<file path="src/rtl/cpla_map.vh">
// Purpose: constants for the channel poll and initial-load attachment
// Assumes: single device, cycle steal and interrupt never posted together
// Notes:   offsets are byte addresses of 32-bit APB words
`ifndef CPLA_MAP_VH
`define CPLA_MAP_VH

`define CPLA_OFS_CTRL     12'h000
`define CPLA_OFS_STATUS   12'h004
`define CPLA_OFS_LEVEL    12'h008
`define CPLA_OFS_DEVADDR  12'h00C

// control register fields
`define CPLA_CTRL_CS_REQ   0
`define CPLA_CTRL_INT_REQ  1
`define CPLA_CTRL_SVC_DONE 2
`define CPLA_CTRL_SRC_LO   3
`define CPLA_CTRL_SRC_HI   4
`define CPLA_CTRL_RST      5'h00

// status register fields
`define CPLA_ST_CS_PEND    0
`define CPLA_ST_INT_PEND   1
`define CPLA_ST_CAPT       2
`define CPLA_ST_SVC_CAPT   3
`define CPLA_ST_LOAD_TAG   4
`define CPLA_ST_LOAD_EN    5
`define CPLA_ST_DECIDE     6
`define CPLA_ST_SEL        7
`define CPLA_ST_DUMMY      8

// initial-load source jumper codes
`define CPLA_SRC_NONE      2'h0
`define CPLA_SRC_PRIMARY   2'h1
`define CPLA_SRC_ALTERNATE 2'h2

// poll identifier bit 0 marks cycle steal when set, interrupt when clear
`define CPLA_PID_CS_BIT    0
`define CPLA_LEVEL_W       4
`define CPLA_LEVEL_RST     4'h0
`define CPLA_DEVADDR_RST   8'h00

// device reset command code on the data bus low byte
`define CPLA_CMD_DEV_RESET 8'h0F
`define CPLA_CMD_PREPARE   8'h60

`endif

</file>
<file path="src/rtl/cpla_attach.v">
// Purpose: poll decision/capture latches and initial-load latches of one
//          channel device adapter, with an APB register port
// Assumes: inputs synchronous to I_CORE_CLK; tags sampled every cycle
// Notes:   outgoing tags come straight from flip-flops
`timescale 1ns/10ps
`include "cpla_map.vh"

module cpla_attach (
	// clock and reset
	input  wire        I_CORE_CLK,
	input  wire        I_SYS_RST,
	// apb slave
	input  wire        I_PSEL,
	input  wire        I_PENABLE,
	input  wire        I_PWRITE,
	input  wire [11:0] I_PADDR,
	input  wire [31:0] I_PWDATA,
	output reg  [31:0] O_PRDATA,
	output reg         O_PREADY,
	output reg         O_PSLVERR,
	// poll group from channel
	input  wire        I_POLL,
	input  wire [4:0]  I_POLL_ID,
	input  wire        I_POLL_PRIME,
	// service group from channel
	input  wire        I_ADDR_GATE,
	input  wire        I_SVC_GATE,
	input  wire        I_DATA_STROBE,
	input  wire        I_ADDR_BIT16,
	input  wire [7:0]  I_ADDR_DEV,
	input  wire [7:0]  I_DATA_CMD,
	input  wire [1:0]  I_STATUS_SEL,
	// channel directed resets
	input  wire        I_SYSTEM_RESET,
	input  wire        I_POWER_ON_RESET,
	input  wire        I_HALT_RESET,
	input  wire        I_INIT_LOAD,
	// jumpers
	input  wire [1:0]  I_LOAD_SRC_JMP,
	// tags to channel
	output reg         O_POLL_PROPAGATE,
	output reg         O_POLL_RETURN,
	output reg         O_SVC_GATE_RETURN,
	output reg         O_CS_REQ_IN,
	output reg  [15:0] O_REQ_IN,
	output reg         O_LOAD_TAG,
	output reg         O_LOAD_ENABLE
);

	// level decode to one request-in line
	function [15:0] lvl_dec;
		input [3:0] lvl;
		begin
			lvl_dec = 16'h0001 << lvl;
		end
	endfunction

	// poll tracking: idle, poll held, one settle cycle
	localparam [2:0] S_IDLE = 3'b001;
	localparam [2:0] S_HELD = 3'b010;
	localparam [2:0] S_DONE = 3'b100;

	reg  [2:0]  poll_st_q;
	reg         cs_pend_q;
	reg         int_pend_q;
	reg         cs_samp_q;
	reg         int_samp_q;
	reg         decide_q;
	reg         capt_q;
	reg         capt_is_cs_q;
	reg         svc_capt_q;
	reg         svc_busy_q;
	reg         dummy_q;
	reg  [3:0]  level_q;
	reg  [7:0]  devaddr_q;
	reg  [1:0]  src_q;
	reg         svc_done_q;
	reg         sysrst_q;
	reg         ag_q;
	reg         load_tag_q;
	reg         load_en_q;
	reg         int_req_d;
	// arm marks a tag clear taken with initiate-load
	reg         load_arm_q;
	wire [1:0]  src_eff;
	wire [31:0] status_w;

	// channel side and apb decodes
	wire chan_rst  = I_SYSTEM_RESET | I_POWER_ON_RESET | I_HALT_RESET;
	wire sel_me    = I_ADDR_BIT16 & (I_ADDR_DEV == devaddr_q);
	wire cmd_dreset = sel_me & I_ADDR_GATE & (I_DATA_CMD == `CPLA_CMD_DEV_RESET);
	wire cmd_prep  = sel_me & I_ADDR_GATE & ~ag_q & (I_DATA_CMD == `CPLA_CMD_PREPARE);
	wire pid_cs    = I_POLL_ID[`CPLA_PID_CS_BIT];
	wire lvl_hit   = (I_POLL_ID[4:1] == level_q);
	wire poll_rise = I_POLL & (poll_st_q == S_IDLE);
	// jumper sets the load source; a nonzero control field overrides it
	assign src_eff = (src_q != `CPLA_SRC_NONE) ? src_q : I_LOAD_SRC_JMP;
	wire load_sel  = (src_eff != `CPLA_SRC_NONE) & (I_STATUS_SEL == src_eff);
	wire sr_fall   = sysrst_q & ~I_SYSTEM_RESET;
	wire apb_wr    = I_PSEL & I_PENABLE & I_PWRITE & ~O_PREADY;
	wire apb_rd    = I_PSEL & I_PENABLE & ~I_PWRITE & ~O_PREADY;
	wire hit_ctrl  = (I_PADDR == `CPLA_OFS_CTRL);
	wire hit_level = (I_PADDR == `CPLA_OFS_LEVEL);
	wire hit_dev   = (I_PADDR == `CPLA_OFS_DEVADDR);
	wire hit_any   = hit_ctrl | hit_level | hit_dev | (I_PADDR == `CPLA_OFS_STATUS);

	// status word, one field per bit
	assign status_w[31:9]              = 23'h000000;
	assign status_w[`CPLA_ST_CS_PEND]  = cs_pend_q;
	assign status_w[`CPLA_ST_INT_PEND] = int_pend_q;
	assign status_w[`CPLA_ST_CAPT]     = capt_q;
	assign status_w[`CPLA_ST_SVC_CAPT] = svc_capt_q;
	assign status_w[`CPLA_ST_LOAD_TAG] = load_tag_q;
	assign status_w[`CPLA_ST_LOAD_EN]  = load_en_q;
	assign status_w[`CPLA_ST_DECIDE]   = decide_q;
	assign status_w[`CPLA_ST_SEL]      = load_sel;
	assign status_w[`CPLA_ST_DUMMY]    = dummy_q;

	// software request of interrupt is refused while a steal request pends
	wire sw_int  = apb_wr & hit_ctrl & I_PWDATA[`CPLA_CTRL_INT_REQ];
	wire sw_cs   = apb_wr & hit_ctrl & I_PWDATA[`CPLA_CTRL_CS_REQ];

	// interrupt source latch
	always @* begin
		int_req_d = int_pend_q;
		if (sw_int & ~cs_pend_q & ~sw_cs)
			int_req_d = 1'b1;
		if (cmd_dreset | cmd_prep)
			int_req_d = 1'b0;
		// capture latch is gone by service end; the kind flag survives
		if (svc_done_q & ~capt_is_cs_q)
			int_req_d = 1'b0;
	end

	// registers, request sources and service bookkeeping
	always @(posedge I_CORE_CLK) begin
		if (I_SYS_RST) begin
			level_q    <= `CPLA_LEVEL_RST;
			devaddr_q  <= `CPLA_DEVADDR_RST;
			src_q      <= `CPLA_SRC_NONE;
			cs_pend_q  <= 1'b0;
			int_pend_q <= 1'b0;
			svc_done_q <= 1'b0;
			dummy_q    <= 1'b0;
			ag_q       <= 1'b0;
		end else begin
			ag_q <= I_ADDR_GATE;
			svc_done_q <= svc_busy_q & ~I_SVC_GATE & ~I_DATA_STROBE;
			if (apb_wr & hit_level)
				level_q <= I_PWDATA[3:0];
			if (apb_wr & hit_dev)
				devaddr_q <= I_PWDATA[7:0];
			if (apb_wr & hit_ctrl)
				src_q <= I_PWDATA[`CPLA_CTRL_SRC_HI:`CPLA_CTRL_SRC_LO];
			if (chan_rst) begin
				cs_pend_q  <= 1'b0;
				int_pend_q <= 1'b0;
				dummy_q    <= 1'b0;
			end else begin
				// device reset leaves a presented steal request standing
				if (cmd_dreset & cs_pend_q)
					dummy_q <= 1'b1;
				if (sw_cs & ~int_pend_q)
					cs_pend_q <= 1'b1;
				else if (svc_done_q & capt_is_cs_q) begin
					cs_pend_q <= 1'b0;
					dummy_q   <= 1'b0;
				end
				int_pend_q <= int_req_d;
			end
		end
	end

	// sample latches, decision, capture
	always @(posedge I_CORE_CLK) begin
		if (I_SYS_RST | chan_rst) begin
			poll_st_q    <= S_IDLE;
			cs_samp_q    <= 1'b0;
			int_samp_q   <= 1'b0;
			decide_q     <= 1'b0;
			capt_q       <= 1'b0;
			capt_is_cs_q <= 1'b0;
		end else begin
			if (~I_POLL) begin
				// raised poll freezes the sample; idle poll reopens it
				cs_samp_q  <= pid_cs ? cs_pend_q & ~capt_q : 1'b0;
				int_samp_q <= ~pid_cs ? int_pend_q & lvl_hit & ~capt_q : 1'b0;
				decide_q   <= cs_samp_q | int_samp_q;
			end
			case (poll_st_q)
				S_IDLE: begin
					if (I_POLL) begin
						poll_st_q <= S_HELD;
						if (decide_q) begin
							capt_q       <= 1'b1;
							capt_is_cs_q <= cs_samp_q;
						end
					end
				end
				S_HELD: begin
					if (~I_POLL)
						poll_st_q <= S_DONE;
				end
				S_DONE: begin
					poll_st_q <= S_IDLE;
				end
				default: begin
					poll_st_q <= S_IDLE;
				end
			endcase
			if (svc_capt_q)
				capt_q <= 1'b0;
		end
	end

	// service gate capture and sequence tracking
	always @(posedge I_CORE_CLK) begin
		if (I_SYS_RST | chan_rst) begin
			svc_capt_q <= 1'b0;
			svc_busy_q <= 1'b0;
		end else begin
			// set on service gate leading edge after capture, data strobe not used
			if (capt_q & I_SVC_GATE & ~svc_busy_q) begin
				svc_capt_q <= 1'b1;
				svc_busy_q <= 1'b1;
			end else if (svc_busy_q & ~I_SVC_GATE & ~I_DATA_STROBE)
				svc_capt_q <= 1'b0;
			if (svc_done_q)
				svc_busy_q <= 1'b0;
		end
	end

	// initial-load latches
	always @(posedge I_CORE_CLK) begin
		if (I_SYS_RST) begin
			sysrst_q   <= 1'b0;
			load_tag_q <= 1'b0;
			load_en_q  <= 1'b0;
			load_arm_q <= 1'b0;
		end else begin
			sysrst_q <= I_SYSTEM_RESET;
			if (I_SYSTEM_RESET & I_INIT_LOAD & load_sel) begin
				load_tag_q <= 1'b0;
				load_arm_q <= 1'b1;
			end else if (I_SYSTEM_RESET & ~I_INIT_LOAD & load_en_q) begin
				load_tag_q <= 1'b0;
				load_en_q  <= 1'b0;
			end
			if (sr_fall) begin
				// trigger samples the tag before the latch updates
				load_en_q  <= load_tag_q;
				load_arm_q <= 1'b0;
				// only a reset that carried initiate-load raises the tag
				if (load_arm_q)
					load_tag_q <= 1'b1;
			end
		end
	end

	// tag drivers
	always @(posedge I_CORE_CLK) begin
		if (I_SYS_RST) begin
			O_POLL_PROPAGATE  <= 1'b0;
			O_POLL_RETURN     <= 1'b0;
			O_SVC_GATE_RETURN <= 1'b0;
			O_CS_REQ_IN       <= 1'b0;
			O_REQ_IN          <= 16'h0000;
			O_LOAD_TAG        <= 1'b0;
			O_LOAD_ENABLE     <= 1'b0;
		end else begin
			O_POLL_PROPAGATE  <= ~chan_rst & I_POLL & ~capt_q & ~decide_q;
			O_POLL_RETURN     <= ~chan_rst & I_POLL & (decide_q | capt_q);
			O_SVC_GATE_RETURN <= ~chan_rst & svc_busy_q & (I_SVC_GATE | I_DATA_STROBE);
			O_CS_REQ_IN       <= ~chan_rst & cs_pend_q & ~capt_q & ~svc_busy_q;
			O_REQ_IN          <= (~chan_rst & int_pend_q & ~capt_q & ~svc_busy_q) ?
				lvl_dec(level_q) : 16'h0000;
			O_LOAD_TAG        <= load_tag_q;
			O_LOAD_ENABLE     <= load_en_q;
		end
	end

	// apb slave, one wait state on every access
	always @(posedge I_CORE_CLK) begin
		if (I_SYS_RST) begin
			O_PRDATA  <= 32'h00000000;
			O_PREADY  <= 1'b0;
			O_PSLVERR <= 1'b0;
		end else begin
			O_PREADY  <= I_PSEL & I_PENABLE & ~O_PREADY;
			O_PSLVERR <= I_PSEL & I_PENABLE & ~O_PREADY & ~hit_any;
			O_PRDATA  <= 32'h00000000;
			if (apb_rd) begin
				case (I_PADDR)
					`CPLA_OFS_CTRL:    O_PRDATA <= {27'h0000000, src_q, 3'h0};
					`CPLA_OFS_LEVEL:   O_PRDATA <= {28'h0000000, level_q};
					`CPLA_OFS_DEVADDR: O_PRDATA <= {24'h000000, devaddr_q};
					`CPLA_OFS_STATUS:  O_PRDATA <= status_w;
					default:           O_PRDATA <= 32'h00000000;
				endcase
			end
		end
	end

endmodule // cpla_attach

</file>
<file path="config.mk">
export PLATFORM = sky130hd
export DESIGN_NAME = cpla_attach
export DESIGN_NICKNAME = d
export VERILOG_FILES = /design/src/rtl/cpla_attach.v
export VERILOG_INCLUDE_DIRS = /design/src /design/src/rtl
export SDC_FILE = /design/constraint.sdc
export NUM_CORES = 1
export LEC_CHECK = 0
export CORE_AREA = 3 3 65 80
export CTS_CLUSTER_DIAMETER = 50
export DETAILED_ROUTE_END_ITERATION = 10
export DIE_AREA = 0 0 68 83
export DONT_BUFFER_PORTS = 1
export PLACE_DENSITY = 0.79
export SLEW_MARGIN = 20
export SYNTH_ARGS = -nofsm -noshare
export SYNTH_HDL_FRONTEND = slang
export SYNTH_SLANG_ARGS = --single-unit
</file>
<file path="constraint.sdc">
create_clock -name I_CORE_CLK -period 3.72 [get_ports I_CORE_CLK]
set_clock_uncertainty 0.2 [all_clocks]
set_input_delay 0.186 -clock I_CORE_CLK [delete_from_list [all_inputs] [get_ports I_CORE_CLK]]
set_output_delay 0.186 -clock I_CORE_CLK [all_outputs]
set_load 0.005 [all_outputs]
</file>
# == After elaboration in Yosys (flattened, before gate mapping) ==
# Index checks and enable logic that the tools add are counted.
# totals
inputBits,84
reg_bits,89
out_inout_bits,56
# classes
n_mux,21
n_eq_ne,13
n_reduce_logical,16
bitwise_logic,76
shift,1
# ops
cell,n
1-bit AND,48
9-bit one-hot mux with 4 select lines,1
"12-bit by 4-bit equality test with 1-bit output, second input constant",2
1-bit inverter,18
1-bit 2-to-1 mux,16
"1-bit by 4-bit << shifter with 16-bit output, first input constant",1
"12-bit by 3-bit equality test with 1-bit output, second input constant",1
12-bit zero test,1
2-bit OR reduction,6
1-bit bitwise OR,10
2-bit nonzero test,5
"8-bit by 4-bit equality test with 1-bit output, second input constant",1
"8-bit by 7-bit equality test with 1-bit output, second input constant",1
8-bit equality test,1
3-bit 2-to-1 mux,2
"2-bit != test, second input constant",3
3-bit one-hot mux with 2 select lines,1
4-bit equality test,1
2-bit AND reduction,2
4-bit OR reduction,1
"3-bit by 1-bit equality test with 1-bit output, second input constant",1
"3-bit by 2-bit equality test with 1-bit output, second input constant",1
3-bit AND reduction,1
2-bit equality test,1
2-bit 2-to-1 mux,1

# == Depth between registers and ports, before layout ==
# depth
ltp_word,8
mapped_depth,6

# == Least setup slack after synthesis ==
# OpenSTA, ideal clock, no wires.
# synth_path
path_kind,input port to flip-flop
startpoint,input I_PADDR[1]
endpoint,register O_PRDATA[5]
arrival_time_ps,1263
path_stages,5
setup_time_ps,73
path_buffers,1
setup_slack_ps,2184
cell_sequence,nor4_4 -> nand3_4 -> or3_1 -> buf_6 -> nor3_2
# synth_via
elab_chain_len,2
# synth_lines
element,line,text
from (decl),cpla_attach.v:16,"input wire [11:0] I_PADDR,"
12-bit by 3-bit equality test with 1-bit output (tied with other cells),cpla_attach.v:293,case (I_PADDR)
9-bit one-hot mux with 4 select lines (*),cpla_attach.v:293,
to (signal assigned),cpla_attach.v:294,"`CPLA_OFS_CTRL: O_PRDATA <= {27'h0000000, src_q, 3'h0};"
to (signal assigned),cpla_attach.v:295,"`CPLA_OFS_LEVEL: O_PRDATA <= {28'h0000000, level_q};"
to (signal assigned),cpla_attach.v:296,"`CPLA_OFS_DEVADDR: O_PRDATA <= {24'h000000, devaddr_q};"
to (decl),cpla_attach.v:18,"output reg [31:0] O_PRDATA,"
# Mark *: on every way between the ends. The rest lies on a longest branch, timed or not.
# A chain may end at the register's enable or synchronous reset.

# == Worst setup path in the final report ==
# layout_path
startpoint,register level_q[2]
endpoint,register int_samp_q
# layout_via
elab_chain_len,4
# layout_lines
element,line,text
from (decl),cpla_attach.v:74,reg [3:0] level_q;
from (signal assigned),cpla_attach.v:138,level_q <= `CPLA_LEVEL_RST;
from (signal assigned),cpla_attach.v:150,level_q <= I_PWDATA[3:0];
4-bit equality test,cpla_attach.v:94,wire lvl_hit = (I_POLL_ID[4:1] == level_q);
1-bit AND (2 in a row),cpla_attach.v:187,int_samp_q <= ~pid_cs ? int_pend_q & lvl_hit & ~capt_q : 1'b0;
1-bit 2-to-1 mux,cpla_attach.v:187,
to (signal assigned),cpla_attach.v:187,
to (decl),cpla_attach.v:67,reg int_samp_q;
# Every way passes these cells.

==> summary.md <==
| Metric | Value |
|---|---|
| Outcome | completed |
| Vias | 2,409 |
| H-tree depth | 3 |
| Vias in the first global route | 2,431 |
| Final setup fails | 0 |
| Yosys top cell by area | dfxtp_1 |
| RePlAce Congestion | 0.8724 |
| Syn Std Cell Area | 2899 sq um |
| # diodes | 0 |
| Max Cap Viol | 0 |
| Largest net degree at the start of global routing | 26 |
| Most frequent cells in the layout | 66 x dfxtp_1, 39 x nor2_1, 34 x dlygate4sd3_1 |
| Die area | 5644 sq um |
| Worst r2r src | level_q[2] |
| Initial core utilization | 0.6404 |
| First-pass GRT wire length | roughly 11 mm |
| Top area cells in the synthesized netlist | dfxtp_1 46%, buf_4 6.2%, nor2_1 5.0%, a21oi_1 4.5%, nand3_1 3.8% |
| Lkg Pwr | 1.179 nW |
| Share of layout cells above drive strength 1 | 0.08380 |
| Initial antenna violation count | 0 |
| Most common cell after layout, fill and taps aside | dfxtp_1 |
| Final setup TNS | 0 ps |
| CP Capture Type | register |
| CP max FO | 6 |
| Relative slew margins | 0.3645 |
| HPWL Detailed | 4.864 mm |
| Die height | 83 um |
| Reg2Reg Depth | 7 |
| CTS Buf Count | 9 |
| Row count | 27 |
| Ys flop type | dfxtp_1 |
| Seq/Total Area, Yosys | 0.4558 |
| Vias/cell | just under 6 |
| Grt total ovfl | 0 |
| WP data arrival | 2920 ps |
| R2R Setup Slk | 900 ps |
| Clk sinks | 66 |
| Synth Register Bits | 66 |
| Yosys top cell area share | 0.4558 |
| Final core utilization | 0.7424 |
| Wire length per cell | 16.99 um |
| Core box area | 4527 sq um |
| Tmin final | 2822 ps |
| Fmax | 354.4 MHz |
| Buffer count from post-CTS setup fixing | 0 |
| Die Width | 68 um |
| 1st-pass router iterations | 4 |
| RSZ-0062 raised after global routing | false |
| Crit start category | register |
| Io pins | 140 |
| VDD IR max | approximately 0.36 mV |
| Worst hold start | I_PADDR[2] |
| Crit path from | level_q[2] |
| Clock tree from TritonCTS | done |
| Worst R2R End | int_samp_q |
| Ys async rst share | 0 |
| Hold Fails Final Rpt | 0 |
| GRT Total Usage | 0.2602 |
| DR DRC count | 0 |
| Setup CP Type | reg -> reg |
| P per Cell Area | 424.6 nW/um^2 |
| Post-synth EDFFs | 0 |
| Synth warn | 0 |
| Worst-margin pin slew | 950.2 ps |
| Yosys cell types | 48 |
| Mean Syn Cell Area | around 9 sq um |
| Period utilization | 0.7585 |
| Final WL | 7.067 mm |
| Worst Hold Class | in -> reg |
| Hold Path Stages | 3 |
| CP required | between 3000 and 4000 ps |
| Clock slew at reported path FFs | 70 ps |
| Hold Path End | O_PRDATA[3] |
| Area delta synth->final | 15.93% |
| IO buf count | 0 |
| Fin nets | around 440 |
| Max-slew violation count | 0 |
| Worst skew pair latency | 350 ps |
| Cells after synthesis | 323 |
| CTS root buf | clkbuf_8 |
| Longest Clk Path Bufs | 2 |
| Post-route ant nets | 0 |
| 1st-iter DRT viols | 152 |
==> cell type report <==
| type | instances | area [sq um] |
|---|---|---|
| well taps | 58 | 72.57 |
| repair buffers | 35 | 347.8 |
| clock inverters | 6 | 82.58 |
| clock buffers | 9 | 123.9 |
| flip-flops and latches | 66 | 1321 |
| fillers | 348 | 1166 |
| multi-input cells | 236 | 1390 |
| inverters | 6 | 22.52 |
==> routing by layer <==
layer	GRT usage	up-vias	share of wire
li1	-	1147	-
met1	0.2996	1137	0.36
met2	0.4351	103	0.53
met3	0.05277	22	0.076
met4	0.1392	0	0.031
met5	0	-	0
==> worst max path at each step <==
stage,endpoint,cells after the start
finish,int_samp_q,7
CTS,int_samp_q,7
global route,int_samp_q,7
detailed placement,O_PRDATA[2],4
global placement,O_PRDATA[6],4
floorplan,O_PRDATA[5],5
==> synth_stat cells (all sizes together) (5+ instances only) <==
cell type,instances
mux2i,7
xnor2,10
clkbuf,8
a21oi,26
nor2,39
nand2,14
o21ai,20
nor2b,6
nor3,18
inv,5
nand3,23
nand2b,5
dfxtp,66
buf,29
==> worst max-delay path, stage by stage, from the launching register on <==
cell	delay [ps]
dfxtp_1	370
xor2_1	180
nor3_1	120
dlygate4sd3_1	560
nand4b_1	80
dlygate4sd3_1	560
a21oi_1	140
dlygate4sd3_1	550
==> through the flow <==
stage          cells  power (mW)  instance area [sq um]  hold WS (ps)  setup slack [ps]
2_1_floorplan    345      0.7858                   2982         57.61              2184
3_3_place_gp     367      0.7642                   2814         57.50              1952
3_5_place_dp     367      0.7656                   2814         59.04              1924
4_1_cts          416       1.428                   3361         4.411             925.3
5_1_grt          416       1.463                   3361         40.47             728.6
6_report         416       1.427                   3361         12.76             898.4
==> power breakdown <==
part           leakage, nW  internal, mW  switching, mW  total (mW)
clock                0.105         0.370          0.272       0.642
sequential           0.532         0.709        0.00176       0.711
combinational        0.542        0.0349         0.0394      0.0743
total                 1.18          1.11          0.313        1.43
==> what timing repair did <==
item / 4_1_cts / 5_1_grt
hold endpoints to repair: 49 / 0
gates resized for setup: 0 / 0
hold buffers: 34 / 0
==> logic make-up after synthesis <==
| kind of cell | Yosys count | share of synthesized area |
|---|---|---|
| xor+xnor | 14 | 0.04229 |
| flops | 66 | 0.4558 |
| simple gates | 133 | 0.2603 |
| other cells | 1 | 0.001294 |
| compound gates | 58 | 0.1152 |
| mux | 8 | 0.03194 |
| buf+inv | 43 | 0.09322 |
==> registers in the layout (all words and copies together), names as in the netlist, 2 cells and up <==
| signal | count |
|---|---|
| O_REQ_IN | 16 |
| devaddr_q | 8 |
| level_q | 4 |
| poll_st_q | 3 |
| src_q | 2 |
| O_PRDATA | 9 |
(Power assumes the default switching activity.)
